--- src/hdl/atf_pkg.sv ---
// What this block does
// - the signed error is compared with both thresholds and sets the upper and lower threshold flags.
// - the threshold mode decides whether the comparison outcome sets the threshold interrupt flag.
// - the lower threshold is a writable signed 16-bit value in bits 15:0.
// - the upper threshold is a writable signed 16-bit value in bits 15:0.
// - the error is a read-only signed 16-bit value computed as the calculation select says.
// - the setpoint is a writable signed 16-bit reference for setpoint-based error modes.
// - in accumulate, average and burst-average modes the filter output is the accumulator shifted right by the shift count.
// - in low-pass mode the filter output is the low-pass filter result.
// - the filter output is a read-only signed 16-bit value in bits 15:0.
// - every 16-bit register is reachable as a high byte 15:8 and a low byte 7:0.
// - when the selected threshold condition holds at the end of a computation the threshold interrupt flag sets.
// - the threshold modes are never, below lower, at or above lower, inside inclusive, outside, at or below upper, above upper, always.
// - the error modes are sample derivative, sensing result, result minus setpoint, result minus filter, filter derivative, filter minus setpoint.
// - a set accumulator overflow flag always signals a threshold interrupt.
package atf_pkg;
  localparam int unsigned ATF_ADDR_W = 12;
  localparam logic [11:0] ATF_OFS_LTH    = 12'h08C;
  localparam logic [11:0] ATF_OFS_UTH    = 12'h08E;
  localparam logic [11:0] ATF_OFS_ERR    = 12'h090;
  localparam logic [11:0] ATF_OFS_STPT   = 12'h092;
  localparam logic [11:0] ATF_OFS_FLTR   = 12'h094;
  localparam logic [11:0] ATF_OFS_CTRL   = 12'h0A0;
  localparam logic [11:0] ATF_OFS_STAT   = 12'h0A4;
  localparam logic [11:0] ATF_OFS_IMASK  = 12'h0A8;
  localparam logic [15:0] ATF_RST_16     = 16'h0000;
  localparam logic [7:0]  ATF_RST_CTRL   = 8'h00;
  localparam logic [2:0]  ATF_RST_IMASK  = 3'h0;
  localparam int unsigned ATF_ACC_W      = 18;
  // ctrl field positions
  localparam int unsigned ATF_CTRL_TMD   = 0;
  localparam int unsigned ATF_CTRL_ERROR_SELECT_A  = 3;
  // status/mask bit positions
  localparam int unsigned ATF_ST_TIF     = 0;
  localparam int unsigned ATF_ST_UPPER_THRESHOLD_FLAG    = 1;
  localparam int unsigned ATF_ST_LOWER_THRESHOLD_FLAG    = 2;

  typedef enum logic [2:0] {
    ATF_TM_NEVER   = 3'b000,
    ATF_TM_BELOW   = 3'b001,
    ATF_TM_ATABOVE = 3'b010,
    ATF_TM_INSIDE  = 3'b011,
    ATF_TM_OUTSIDE = 3'b100,
    ATF_TM_ATBELOW = 3'b101,
    ATF_TM_ABOVE   = 3'b110,
    ATF_TM_ALWAYS  = 3'b111
  } atf_tmode_t;

  typedef enum logic [2:0] {
    ATF_CA_DERIV   = 3'b000,
    ATF_CA_SENSE   = 3'b001,
    ATF_CA_RES_SP  = 3'b010,
    ATF_CA_RES_FLT = 3'b011,
    ATF_CA_FDERIV  = 3'b100,
    ATF_CA_FLT_SP  = 3'b101,
    ATF_CA_RSV6    = 3'b110,
    ATF_CA_RSV7    = 3'b111
  } atf_error_select_a_t;

  // computation-unit inputs sampled at end of a computation
  typedef struct packed {
    logic                 done;
    logic                 lowpass_mode;
    logic [2:0]           shift_count;
    logic signed [17:0]   accumulator;
    logic signed [15:0]   lpf_result;
    logic signed [15:0]   result;
    logic signed [15:0]   prev_result;
    logic signed [15:0]   sense_result;
    logic                 accumulator_overflow_flag;
  } atf_comp_t;
endpackage : atf_pkg

--- src/hdl/atf_byte_reg.sv ---
`timescale 1ns/1ps
`default_nettype none
// one 16-bit register with two byte lanes
module atf_byte_reg
  import atf_pkg::*;
#(
  parameter logic [15:0] RST_VAL = 16'h0000
) (
  input  wire logic        clk_i,
  input  wire logic        rst_i,
  input  wire logic        we_lo_i,
  input  wire logic        we_hi_i,
  input  wire logic [7:0]  wdat_lo_i,
  input  wire logic [7:0]  wdat_hi_i,
  output logic      [15:0] q_o
);
  typedef struct packed {
    logic [15:0] val;
  } atf_br_state_t;

  atf_br_state_t st_ff;
  atf_br_state_t nxt_st;

  always_comb begin
    nxt_st = st_ff;
    if (we_lo_i) begin
      nxt_st.val[7:0] = wdat_lo_i;
    end
    if (we_hi_i) begin
      nxt_st.val[15:8] = wdat_hi_i;
    end
  end

  always_ff @(posedge clk_i) begin
    if (rst_i) begin
      st_ff <= '{val: RST_VAL};
    end else begin
      st_ff <= nxt_st;
    end
  end

  assign q_o = st_ff.val;
endmodule : atf_byte_reg
`default_nettype wire

--- src/hdl/atf_regs.sv ---
// Added by the designer: the Wishbone register port.
`timescale 1ns/1ps
`default_nettype none
module atf_regs
  import atf_pkg::*;
(
  input  wire logic                  clk_i,
  input  wire logic                  rst_i,
  input  wire logic                  wb_cyc_i,
  input  wire logic                  wb_stb_i,
  input  wire logic                  wb_we_i,
  input  wire logic [ATF_ADDR_W-1:0] wb_adr_i,
  input  wire logic [3:0]            wb_sel_i,
  input  wire logic [31:0]           wb_dat_i,
  output logic      [31:0]           wb_dat_o,
  output logic                       wb_ack_o,
  output logic                       wb_err_o,
  input  wire atf_comp_t             comp_i,
  output logic      [2:0]            threshold_mode_o,
  output logic      [2:0]            error_select_a_o,
  output logic                       upper_threshold_flag_o,
  output logic                       lower_threshold_flag_o,
  output logic                       irq_o
);
  typedef struct packed {
    logic [31:0]        dat;
    logic               ack;
    logic               err;
    logic [7:0]         ctrl;
    logic [2:0]         stat;
    logic [2:0]         imask;
    logic signed [15:0] err_val;
    logic signed [15:0] fltr;
    logic signed [15:0] prev_fltr;
  } atf_state_t;

  atf_state_t st_ff;
  atf_state_t nxt_st;

  logic        [15:0] lth_q;
  logic        [15:0] uth_q;
  logic        [15:0] stpt_q;
  logic               req;
  logic               wr;
  logic               hit_lth;
  logic               hit_uth;
  logic               hit_stpt;
  logic signed [15:0] new_fltr;
  logic signed [15:0] new_err;
  logic               ut_flag;
  logic               lt_flag;
  logic               cond;
  logic        [1:0]  lth_lane;
  logic        [1:0]  uth_lane;
  logic        [1:0]  stpt_lane;

  // word-aligned decode: the 16-bit pairs at 0x8C..0x92 share words,
  // so byte lanes select which half of each word a register occupies
  function automatic logic hit16(input logic [11:0] a,
                                 input logic [11:0] ofs);
    hit16 = (a[11:2] == ofs[11:2]);
  endfunction : hit16

  function automatic logic [1:0] lane16(input logic [11:0] ofs,
                                        input logic [3:0]  sel);
    lane16 = ofs[1] ? sel[3:2] : sel[1:0];
  endfunction : lane16

  function automatic logic [31:0] place16(input logic [11:0] ofs,
                                          input logic [15:0] v);
    place16 = ofs[1] ? {v, 16'h0000} : {16'h0000, v};
  endfunction : place16

  assign req      = wb_cyc_i && wb_stb_i && !st_ff.ack && !st_ff.err;
  assign wr       = req && wb_we_i;
  assign hit_lth  = hit16(wb_adr_i, ATF_OFS_LTH);
  assign hit_uth  = hit16(wb_adr_i, ATF_OFS_UTH);
  assign hit_stpt = hit16(wb_adr_i, ATF_OFS_STPT);
  // a function result cannot be indexed, so the lanes get their own nets
  assign lth_lane  = lane16(ATF_OFS_LTH, wb_sel_i);
  assign uth_lane  = lane16(ATF_OFS_UTH, wb_sel_i);
  assign stpt_lane = lane16(ATF_OFS_STPT, wb_sel_i);

  atf_byte_reg #(.RST_VAL(ATF_RST_16)) u_lth (
    .clk_i     (clk_i),
    .rst_i     (rst_i),
    .we_lo_i   (wr && hit_lth && lth_lane[0]),
    .we_hi_i   (wr && hit_lth && lth_lane[1]),
    .wdat_lo_i (wb_dat_i[7:0]),
    .wdat_hi_i (wb_dat_i[15:8]),
    .q_o       (lth_q)
  );

  atf_byte_reg #(.RST_VAL(ATF_RST_16)) u_uth (
    .clk_i     (clk_i),
    .rst_i     (rst_i),
    .we_lo_i   (wr && hit_uth && uth_lane[0]),
    .we_hi_i   (wr && hit_uth && uth_lane[1]),
    .wdat_lo_i (wb_dat_i[23:16]),
    .wdat_hi_i (wb_dat_i[31:24]),
    .q_o       (uth_q)
  );

  atf_byte_reg #(.RST_VAL(ATF_RST_16)) u_stpt (
    .clk_i     (clk_i),
    .rst_i     (rst_i),
    .we_lo_i   (wr && hit_stpt && stpt_lane[0]),
    .we_hi_i   (wr && hit_stpt && stpt_lane[1]),
    .wdat_lo_i (wb_dat_i[23:16]),
    .wdat_hi_i (wb_dat_i[31:24]),
    .q_o       (stpt_q)
  );

  // filter output
  always_comb begin
    if (comp_i.lowpass_mode) begin
      new_fltr = comp_i.lpf_result;
    end else begin
      new_fltr = 16'((comp_i.accumulator >>> comp_i.shift_count));
    end
  end

  // error computation
  always_comb begin
    unique case (atf_error_select_a_t'(st_ff.ctrl[ATF_CTRL_ERROR_SELECT_A +: 3]))
      ATF_CA_DERIV:   new_err = comp_i.result - comp_i.prev_result;
      ATF_CA_SENSE:   new_err = comp_i.sense_result;
      ATF_CA_RES_SP:  new_err = comp_i.result - $signed(stpt_q);
      ATF_CA_RES_FLT: new_err = comp_i.result - new_fltr;
      ATF_CA_FDERIV:  new_err = new_fltr - st_ff.prev_fltr;
      ATF_CA_FLT_SP:  new_err = new_fltr - $signed(stpt_q);
      default:        new_err = 16'h0000; // reserved codes
    endcase
  end

  // threshold tests are signed
  assign ut_flag = new_err > $signed(uth_q);
  assign lt_flag = new_err < $signed(lth_q);

  always_comb begin
    unique case (atf_tmode_t'(st_ff.ctrl[ATF_CTRL_TMD +: 3]))
      ATF_TM_NEVER:   cond = 1'b0;
      ATF_TM_BELOW:   cond = lt_flag;
      ATF_TM_ATABOVE: cond = !lt_flag;
      ATF_TM_INSIDE:  cond = !lt_flag && !ut_flag;
      ATF_TM_OUTSIDE: cond = lt_flag || ut_flag;
      ATF_TM_ATBELOW: cond = !ut_flag;
      ATF_TM_ABOVE:   cond = ut_flag;
      ATF_TM_ALWAYS:  cond = 1'b1;
    endcase
  end

  always_comb begin
    nxt_st     = st_ff;
    nxt_st.ack = 1'b0;
    nxt_st.err = 1'b0;
    nxt_st.dat = 32'h0000_0000;
    if (comp_i.done) begin
      nxt_st.err_val   = new_err;
      nxt_st.fltr      = new_fltr;
      nxt_st.prev_fltr = new_fltr;
      nxt_st.stat[ATF_ST_UPPER_THRESHOLD_FLAG] = ut_flag;
      nxt_st.stat[ATF_ST_LOWER_THRESHOLD_FLAG] = lt_flag;
    end
    if (req) begin
      unique case (wb_adr_i[11:2])
        ATF_OFS_LTH[11:2]: begin
          nxt_st.ack = 1'b1;
          nxt_st.dat = {uth_q, lth_q};
        end
        ATF_OFS_ERR[11:2]: begin
          nxt_st.ack = 1'b1;
          nxt_st.dat = {stpt_q, st_ff.err_val};
        end
        ATF_OFS_FLTR[11:2]: begin
          nxt_st.ack = 1'b1;
          nxt_st.dat = place16(ATF_OFS_FLTR, st_ff.fltr);
        end
        ATF_OFS_CTRL[11:2]: begin
          nxt_st.ack = 1'b1;
          nxt_st.dat = {24'h000000, st_ff.ctrl};
          if (wb_we_i && wb_sel_i[0]) begin
            nxt_st.ctrl = wb_dat_i[7:0];
          end
        end
        ATF_OFS_STAT[11:2]: begin
          nxt_st.ack = 1'b1;
          nxt_st.dat = {29'h00000000, st_ff.stat};
          // reads clear the sticky interrupt flag
          if (!wb_we_i) begin
            nxt_st.stat[ATF_ST_TIF] = 1'b0;
          end
        end
        ATF_OFS_IMASK[11:2]: begin
          nxt_st.ack = 1'b1;
          nxt_st.dat = {29'h00000000, st_ff.imask};
          if (wb_we_i && wb_sel_i[0]) begin
            nxt_st.imask = wb_dat_i[2:0];
          end
        end
        default: nxt_st.err = 1'b1;
      endcase
    end
    // set wins over a read clear in the same cycle
    if (comp_i.done && (cond || comp_i.accumulator_overflow_flag)) begin
      nxt_st.stat[ATF_ST_TIF] = 1'b1;
    end
  end

  always_ff @(posedge clk_i) begin
    if (rst_i) begin
      st_ff <= '{dat: 32'h0000_0000, ack: 1'b0, err: 1'b0,
                 ctrl: ATF_RST_CTRL, stat: 3'h0, imask: ATF_RST_IMASK,
                 err_val: 16'h0000, fltr: 16'h0000,
                 prev_fltr: 16'h0000};
    end else begin
      st_ff <= nxt_st;
    end
  end

  assign wb_dat_o               = st_ff.dat;
  assign wb_ack_o               = st_ff.ack;
  assign wb_err_o               = st_ff.err;
  assign threshold_mode_o       = st_ff.ctrl[ATF_CTRL_TMD +: 3];
  assign error_select_a_o       = st_ff.ctrl[ATF_CTRL_ERROR_SELECT_A +: 3];
  assign upper_threshold_flag_o = st_ff.stat[ATF_ST_UPPER_THRESHOLD_FLAG];
  assign lower_threshold_flag_o = st_ff.stat[ATF_ST_LOWER_THRESHOLD_FLAG];
  assign irq_o                  = |(st_ff.stat & st_ff.imask);
endmodule : atf_regs
`default_nettype wire

--- config.mk ---
export PLATFORM = sky130hd
export DESIGN_NAME = atf_regs
export DESIGN_NICKNAME = d
export VERILOG_FILES = /design/src/hdl/atf_pkg.sv /design/src/hdl/atf_byte_reg.sv /design/src/hdl/atf_regs.sv
export SDC_FILE = /design/constraint.sdc
export NUM_CORES = 1
export LEC_CHECK = 0
export ABC_AREA = 1
export BUFFER_PORTS_ARGS = -buffer_cell sky130_fd_sc_hd__buf_2
export CAP_MARGIN = 25
export CORE_ASPECT_RATIO = 1.4
export CORE_UTILIZATION = 57
export CTS_CLUSTER_DIAMETER = 30
export CTS_CLUSTER_SIZE = 10
export DETAILED_ROUTE_END_ITERATION = 7
export PLACE_DENSITY = 0.82
export SYNTH_ARGS = -nofsm -noshare
export SYNTH_HDL_FRONTEND = slang
export SYNTH_HIERARCHICAL = 1
export SYNTH_SLANG_ARGS = --single-unit
--- constraint.sdc ---
create_clock -name clk_i -period 5.95 [get_ports clk_i]
set_input_delay 1.19 -clock clk_i [delete_from_list [all_inputs] [get_ports clk_i]]
set_output_delay 1.19 -clock clk_i [all_outputs]
set_load 0.1 [all_outputs]
### After elaboration in Yosys (flattened, before gate mapping)

Index checks and enable logic that the tools add are counted.

* RAM bits: 0
* flip-flop bits (word level): 128
* output and inout bits: 43
* latch bits: 0
* input bits: 141
* ROM bits: 0
* memories: 0

* order comparisons: 2
* div/mod/pow operators: 0
* multiply operators: 0
* mux-type cells: 11
* bitwise logic cells: 2
* shifts and indexed selects: 1
* equality and inequality tests: 19
* reduce and logical (&&, ||, !) cells: 31
* add/subtract/negate cells: 5

Operators with widths (number)
* one-hot mux 33 bit (6 select lines): 1
* one-hot mux 16 bit (6 select lines): 1
* subtractor 16 bit: 5
* equality test 10 x 6 -> 1 bit (second input constant): 6
* equality test 3 bit (second input constant): 6
* >>> shifter 18 x 3 -> 16 bit: 1
* > comparator 16 bit: 1
* < comparator 16 bit: 1
* 2-to-1 mux 16 bit: 1
* logical AND 1 bit: 15
* equality test 3 x 2 -> 1 bit (second input constant): 4
* AND reduction 3 bit: 3
* one-hot mux 1 bit (8 select lines): 1
* equality test 3 x 1 -> 1 bit (second input constant): 2
* logical NOT 3 bit: 2
* 2-to-1 mux 3 bit: 2
* OR reduction 6 bit: 1
* logical NOT 1 bit: 4
* 2-to-1 mux 1 bit: 4
* 2-to-1 mux 4 bit: 1
* nonzero test 2 bit: 2
* bitwise AND 3 bit: 1
* OR reduction 3 bit: 1
* logical OR 1 bit: 2
* 3 further kinds: 3

### Logic depth before layout (Yosys ltp)

* depth after elaboration: 12
* gate-level depth with buffers: 39
* gate-level depth less buffers: 38

### Cells and area by module

Netlist, hierarchy kept.

By module, submodules not included
* atf_regs: cells each 1125, times used 1, area each 7091.8 µm², seq. area each 1601.5 µm²
* atf_byte_reg: cells each 102, times used 3, area each 698.2 µm², seq. area each 320.3 µm²

### Least setup slack after synthesis

OpenSTA, ideal clock, no wires.

* kind: input -> register
* from: input comp_i[84] (netlist name)
* to: register st_ff[51] (netlist name)
* data arrival time: 5184 ps
* slack: 633 ps
* library setup time: 133 ps
* cell stages on the path: 33
* cells stage by stage: clkbuf_1 > inv_1 > clkbuf_1 > nand2_1 > o21ai_0 > o211ai_1 > o21ai_0 > a21oi_1 > ha_1 > inv_1 > fa_1 > nand3_1 > nand2_1 > nand3_1 > o2111ai_1 > nand3_1 > o211ai_1 > or2_2 > nand3_1 > nand3_1 > ha_1 > nand4_1 > a31oi_1 > nor2_1 > nand3_1 > and2_1 > nand2_1 > nand2_1 > nand2_1 > nand2_1 > nand2_1 > o21ai_1 > a21oi_1

* cells in the longest elaborated chain, start to end: 12

Ends and longest elaborated chain
* start: declaration: line atf_regs.sv:18 `input wire atf_comp_t comp_i,`
* >>> shifter 18 x 3 -> 16 bit (*): line atf_regs.sv:119 `new_fltr = 16'((comp_i.accumulator >>> comp_i.shift_count));`
* 2-to-1 mux 16 bit (*): line atf_regs.sv:116 `if (comp_i.lowpass_mode) begin`
* subtractor 16 bit, on equally long branches: line atf_regs.sv:131, atf_regs.sv:129, atf_regs.sv:130
* one-hot mux 16 bit (6 select lines) (*): line atf_regs.sv:125 `unique case (atf_error_select_a_t'(st_ff.ctrl[ATF_CTRL_ERROR_SELECT_A +: 3]))`
* named net new_err[14]: line atf_regs.sv:49 `logic signed [15:0] new_err;`
* < comparator 16 bit or > comparator 16 bit (tied branches): line atf_regs.sv:138, atf_regs.sv:137
* logical NOT 1 bit, on equally long branches: line atf_regs.sv:144, atf_regs.sv:145, atf_regs.sv:147
* logical AND 1 bit: line atf_regs.sv:145 `ATF_TM_INSIDE: cond = !lt_flag && !ut_flag;`
* one-hot mux 1 bit (8 select lines) (*): line atf_regs.sv:141 `unique case (atf_tmode_t'(st_ff.ctrl[ATF_CTRL_TMD +: 3]))`
* logical OR 1 bit (*): line atf_regs.sv:205 `if (comp_i.done && (cond || comp_i.accumulator_overflow_flag)) begin`
* logical AND 1 bit (*): line atf_regs.sv:205
* != test 2 x 1 -> 1 bit (no source line) or nonzero test 2 bit (tied branches)
* AND reduction 3 bit (no source line)
* end signal: assignment: line atf_regs.sv:212 `st_ff <= '{dat: 32'h0000_0000, ack: 1'b0, err: 1'b0,`
* end signal: assignment: line atf_regs.sv:217 `st_ff <= nxt_st;`
* end: declaration: line atf_regs.sv:37 `atf_state_t st_ff;`

Mark *: on every way through the listed nets, which the timed path passes. The rest lies on a longest branch.
A chain may end at the register's enable or synchronous reset.

### Final worst setup path

* from: input comp_i[83] (netlist name)
* to: register st_ff[51] (netlist name)

The elaborated chain is that of the path after synthesis.

==> reports/summary.log <==
[status] result of the run complete, no violations
[routing] via count 9,770
[routing] average routed wire per standard cell 15.9 um
[die] horizontal die dimension 109 um
[routing] final routed wirelength across all metal layers 28.3 mm
[pwr] switching power share of the total 0.315
[timing] Final Setup Violations 0
[placement] post-place setup slack -0.00316 ns
[timing] TNS Setup 0 ns
[synth] synthesized netlist net count 1,635
[timing] unrepaired setup endpoints after global routing no
[clocking] clk root buf sky130_fd_sc_hd__clkbuf_16
[global_route] maximum number of pins on one net before global-route repair 44
[routing] DR iter-0 viols 724
[worst_setup_path] sort of element at the start of the critical path input pin
[clocking] number of hold buffers added after cts 0
[clocking] Reg clk slew, reported paths 0.06 ns
[worst_setup_path] R2R setup slack 0.72 ns
[final_layout] share of cells above drive strength 1 0.179
[die] Initial Util 0.586
[clocking] H-tree level count 4
[pwr] internal power summed over all cells 1.70 mW
[timing] worst hold-check slack 0.469 ns
[routing] via/cell ratio 5.49
[synth] proportion of synthesized flip-flops having asynchronous set or reset 0
[clocking] TritonCTS Buffers 17
[timing] number of hold violations in the final report 0
[timing] worst-margin pin slew 1.04 ns
[synth] EDFF count, synth 0
[clocking] clk sink count 128
[worst_setup_path] biggest fanout along the worst timing path 20
[routing] 1st-pass router iterations 6
[global_route] vias in the first global route 9,296
[pwr] proportion of power drawn by flip-flops and latches 0.359
[clocking] clock insertion delay at the later pin of the skew report 0.42 ns
[placement] gp weighted congestion 0.972
[timing] clock tree skew after final layout 0.00894 ns
[worst_setup_path] Worst path top cell family by delay simple AND/OR/NAND/NOR gates
[synth] Yosys reg bits 128
[die] die footprint 16,600 um2
[worst_setup_path] source of the worst register-to-register timing path error_select_a_o[2]$_SDFFE_PP0P_
[timing] Worst Slack Setup Final 0.490 ns
[synth] netlist area before placement 9190 um2
[routing] number of nets still failing antenna checks after routing 0
[placement] Post-DP HPWL 22.4 mm
[final_layout] commonest non-fill, non-tap cell in the layout sky130_fd_sc_hd__nand2_1
[timing] Max transition margin 0.302
[global_route] total gr overflow 0
[timing] post-route clock period utilization 0.918
[final_layout] fraction of the core area covered by cells at the end of the flow 0.673
[worst_setup_path] Crit path buffers/inverters 2
[placement] DP Area 9940 um2
[worst_setup_path] dominant cell type by count on the critical path sky130_fd_sc_hd__nand2_1
[worst_setup_path] category of the critical setup timing path input pin to register
[pwr] Clock power frac 0.407
[worst_setup_path] endpoint class of the critical path register
[synth] number of instances in the synthesized netlist 1,431
[clocking] CTS tree done
[worst_setup_path] slowest CP cell sky130_fd_sc_hd__fa_1
[synth] part of the Yosys area used for sequential elements 0.279
[timing] Max Clk Rate 0.183 GHz
[final_layout] Filler Cells Inserted 1,483
[placement] PortBufs 181
[routing] Post-route DRC 0
[final_layout] Antenna Diode Count 0
[clocking] post-CTS setup-driven buffer insertion count 0
[hold_path] Worst Min Path Start st_ff[44]$_SDFFE_PP0P_
[pwr] Power per Cell Area 235 nW/um2
[global_route] antenna violations before repair 0
[final_layout] net count of the finished layout 1,776
[final_layout] final design instance area without fill 10,600 um2
[worst_setup_path] startpoint of the worst setup timing path comp_i[83]
[synth] top flip-flop cell by instance count after synthesis sky130_fd_sc_hd__dfxtp_1
[final_layout] area growth from synthesis to final layout 14.9%
[die] placement row count 54
[clocking] maximum count of clock buffers along a single path 2
[synth] total number of yosys warnings 6
[worst_setup_path] worst endpoint data arrival time 5.74 ns
[pwr] Peak VDD IR 0.358 mV
[worst_setup_path] stage delay of the slowest cell on the critical path 0.40 ns
[job] number of maximum-capacitance violations 0
[global_route] first-pass GRT wire length 45.1 mm
[clocking] post-cts resize count 0
[pwr] standby leakage power 5.08 nW
[pwr] Sw Pwr 0.782 mW
[synth] Avg Inst Size Synth 6.42 um2
[global_route] total routing resource utilization after global routing 0.351
[die] top-level port count 184
[die] core area 15,700 um2
[die] Die Ht 152 um
[final_layout] leading cell types in the layout, fill and taps excluded sky130_fd_sc_hd__nand2_1 (320), sky130_fd_sc_hd__inv_1 (197), sky130_fd_sc_hd__nor2_1 (191)
[pwr] proportion of power drawn by combinational gates 0.234
[hold_path] worst min-delay path class register to register
[worst_setup_path] endpoint required time on the critical path 6.23 ns
[timing] total count of max-transition violations in the final report 0
[timing] clock period minus final worst setup slack 5.46 ns
[synth] number of unique standard cell types used by synthesis 47
## cells by family (layout without fill, tap and decap cells)
group,count (synthesis),in the layout,synth area share
simple gates,640,640,0.288
fa+ha+maj,63,63,0.0874
xor+xnor,4,4,0.00381
mux,7,7,0.00763
compound gates,288,288,0.180
flops,128,128,0.279
buf+inv,301,455,0.154
## final cells by class
type / instances / area [um2] / area share
clock buffers: 19 / 443 / 0.0420
clock inverters: 13 / 128 / 0.0121
inverters: 209 / 791 / 0.0749
multi-input cells: 1002 / 5210 / 0.494
flip-flops and latches: 128 / 2560 / 0.243
well taps: 196 / 245 / 0.0232
repair buffers: 214 / 1180 / 0.111
## registers in the layout (all words and copies together), names as in the netlist, 3 cells and up
register,cells
st_ff,38
wb_dat_o,32
u_lth/q_o,16
u_stpt/q_o,16
u_uth/q_o,16
error_select_a_o,3
threshold_mode_o,3
## cell usage after synthesis, drive strengths merged (2+ instances only)
cell / instances / area [um2]
a21oi: 106 / 531
o21ai: 105 / 537
nand4: 7 / 43.8
or2: 9 / 56.3
a211oi: 12 / 90.1
o22ai: 13 / 81.3
buf: 61 / 515
ha: 61 / 763
xor2: 3 / 26.3
a221oi: 10 / 87.6
and3: 2 / 12.5
o221ai: 15 / 131
mux2i: 7 / 70.1
clkbuf: 31 / 116
dfxtp: 128 / 2560
nand3b: 3 / 22.5
fa: 2 / 40.0
clkinv: 3 / 11.3
o2111ai: 2 / 17.5
nor3: 18 / 90.1
nor2: 194 / 751
a31oi: 7 / 43.8
o211ai: 11 / 82.6
nand2: 332 / 1280
inv: 206 / 773
nand3: 73 / 370
## tightest hold or removal path, stage by stage (launching register included)
cell and delay (ns):
sky130_fd_sc_hd__dfxtp_1 0.30, sky130_fd_sc_hd__inv_1 0.06, sky130_fd_sc_hd__a211oi_1 0.06
## per-layer routing
layer	vias up	wire length (um)	track usage
li1	4884	-	-
met1	4385	11100	0.407
met2	418	13600	0.595
met3	83	1890	0.0577
met4	0	1690	0.210
met5	-	0	0
## worst paths after layout
path	end	depth (start not counted)
max	st_ff[51]$_SDFFE_PP0P_	31
max reg2reg	st_ff[51]$_SDFFE_PP0P_	31
min reg2reg	st_ff[44]$_SDFFE_PP0P_	2
min	st_ff[44]$_SDFFE_PP0P_	2
## stage by stage
stage / power, mW / instances
final: 2.48 / 1781
after global routing: 2.61 / 1781
after floorplan: 1.29 / 1431
after CTS: 2.47 / 1776
after detailed placement: 1.48 / 1744
after global placement: 1.46 / 1743
## power by group through the flow
stage               registers, mW  clock network, mW  logic (mW)
floorplan                   0.919                  0       0.367
global placement            0.909                  0       0.553
detailed placement          0.909                  0       0.566
CTS                         0.891               1.01       0.572
global route                0.893               1.06       0.657
finish                      0.891               1.01       0.581
Note: power is estimated with default switching activity, not from simulation.
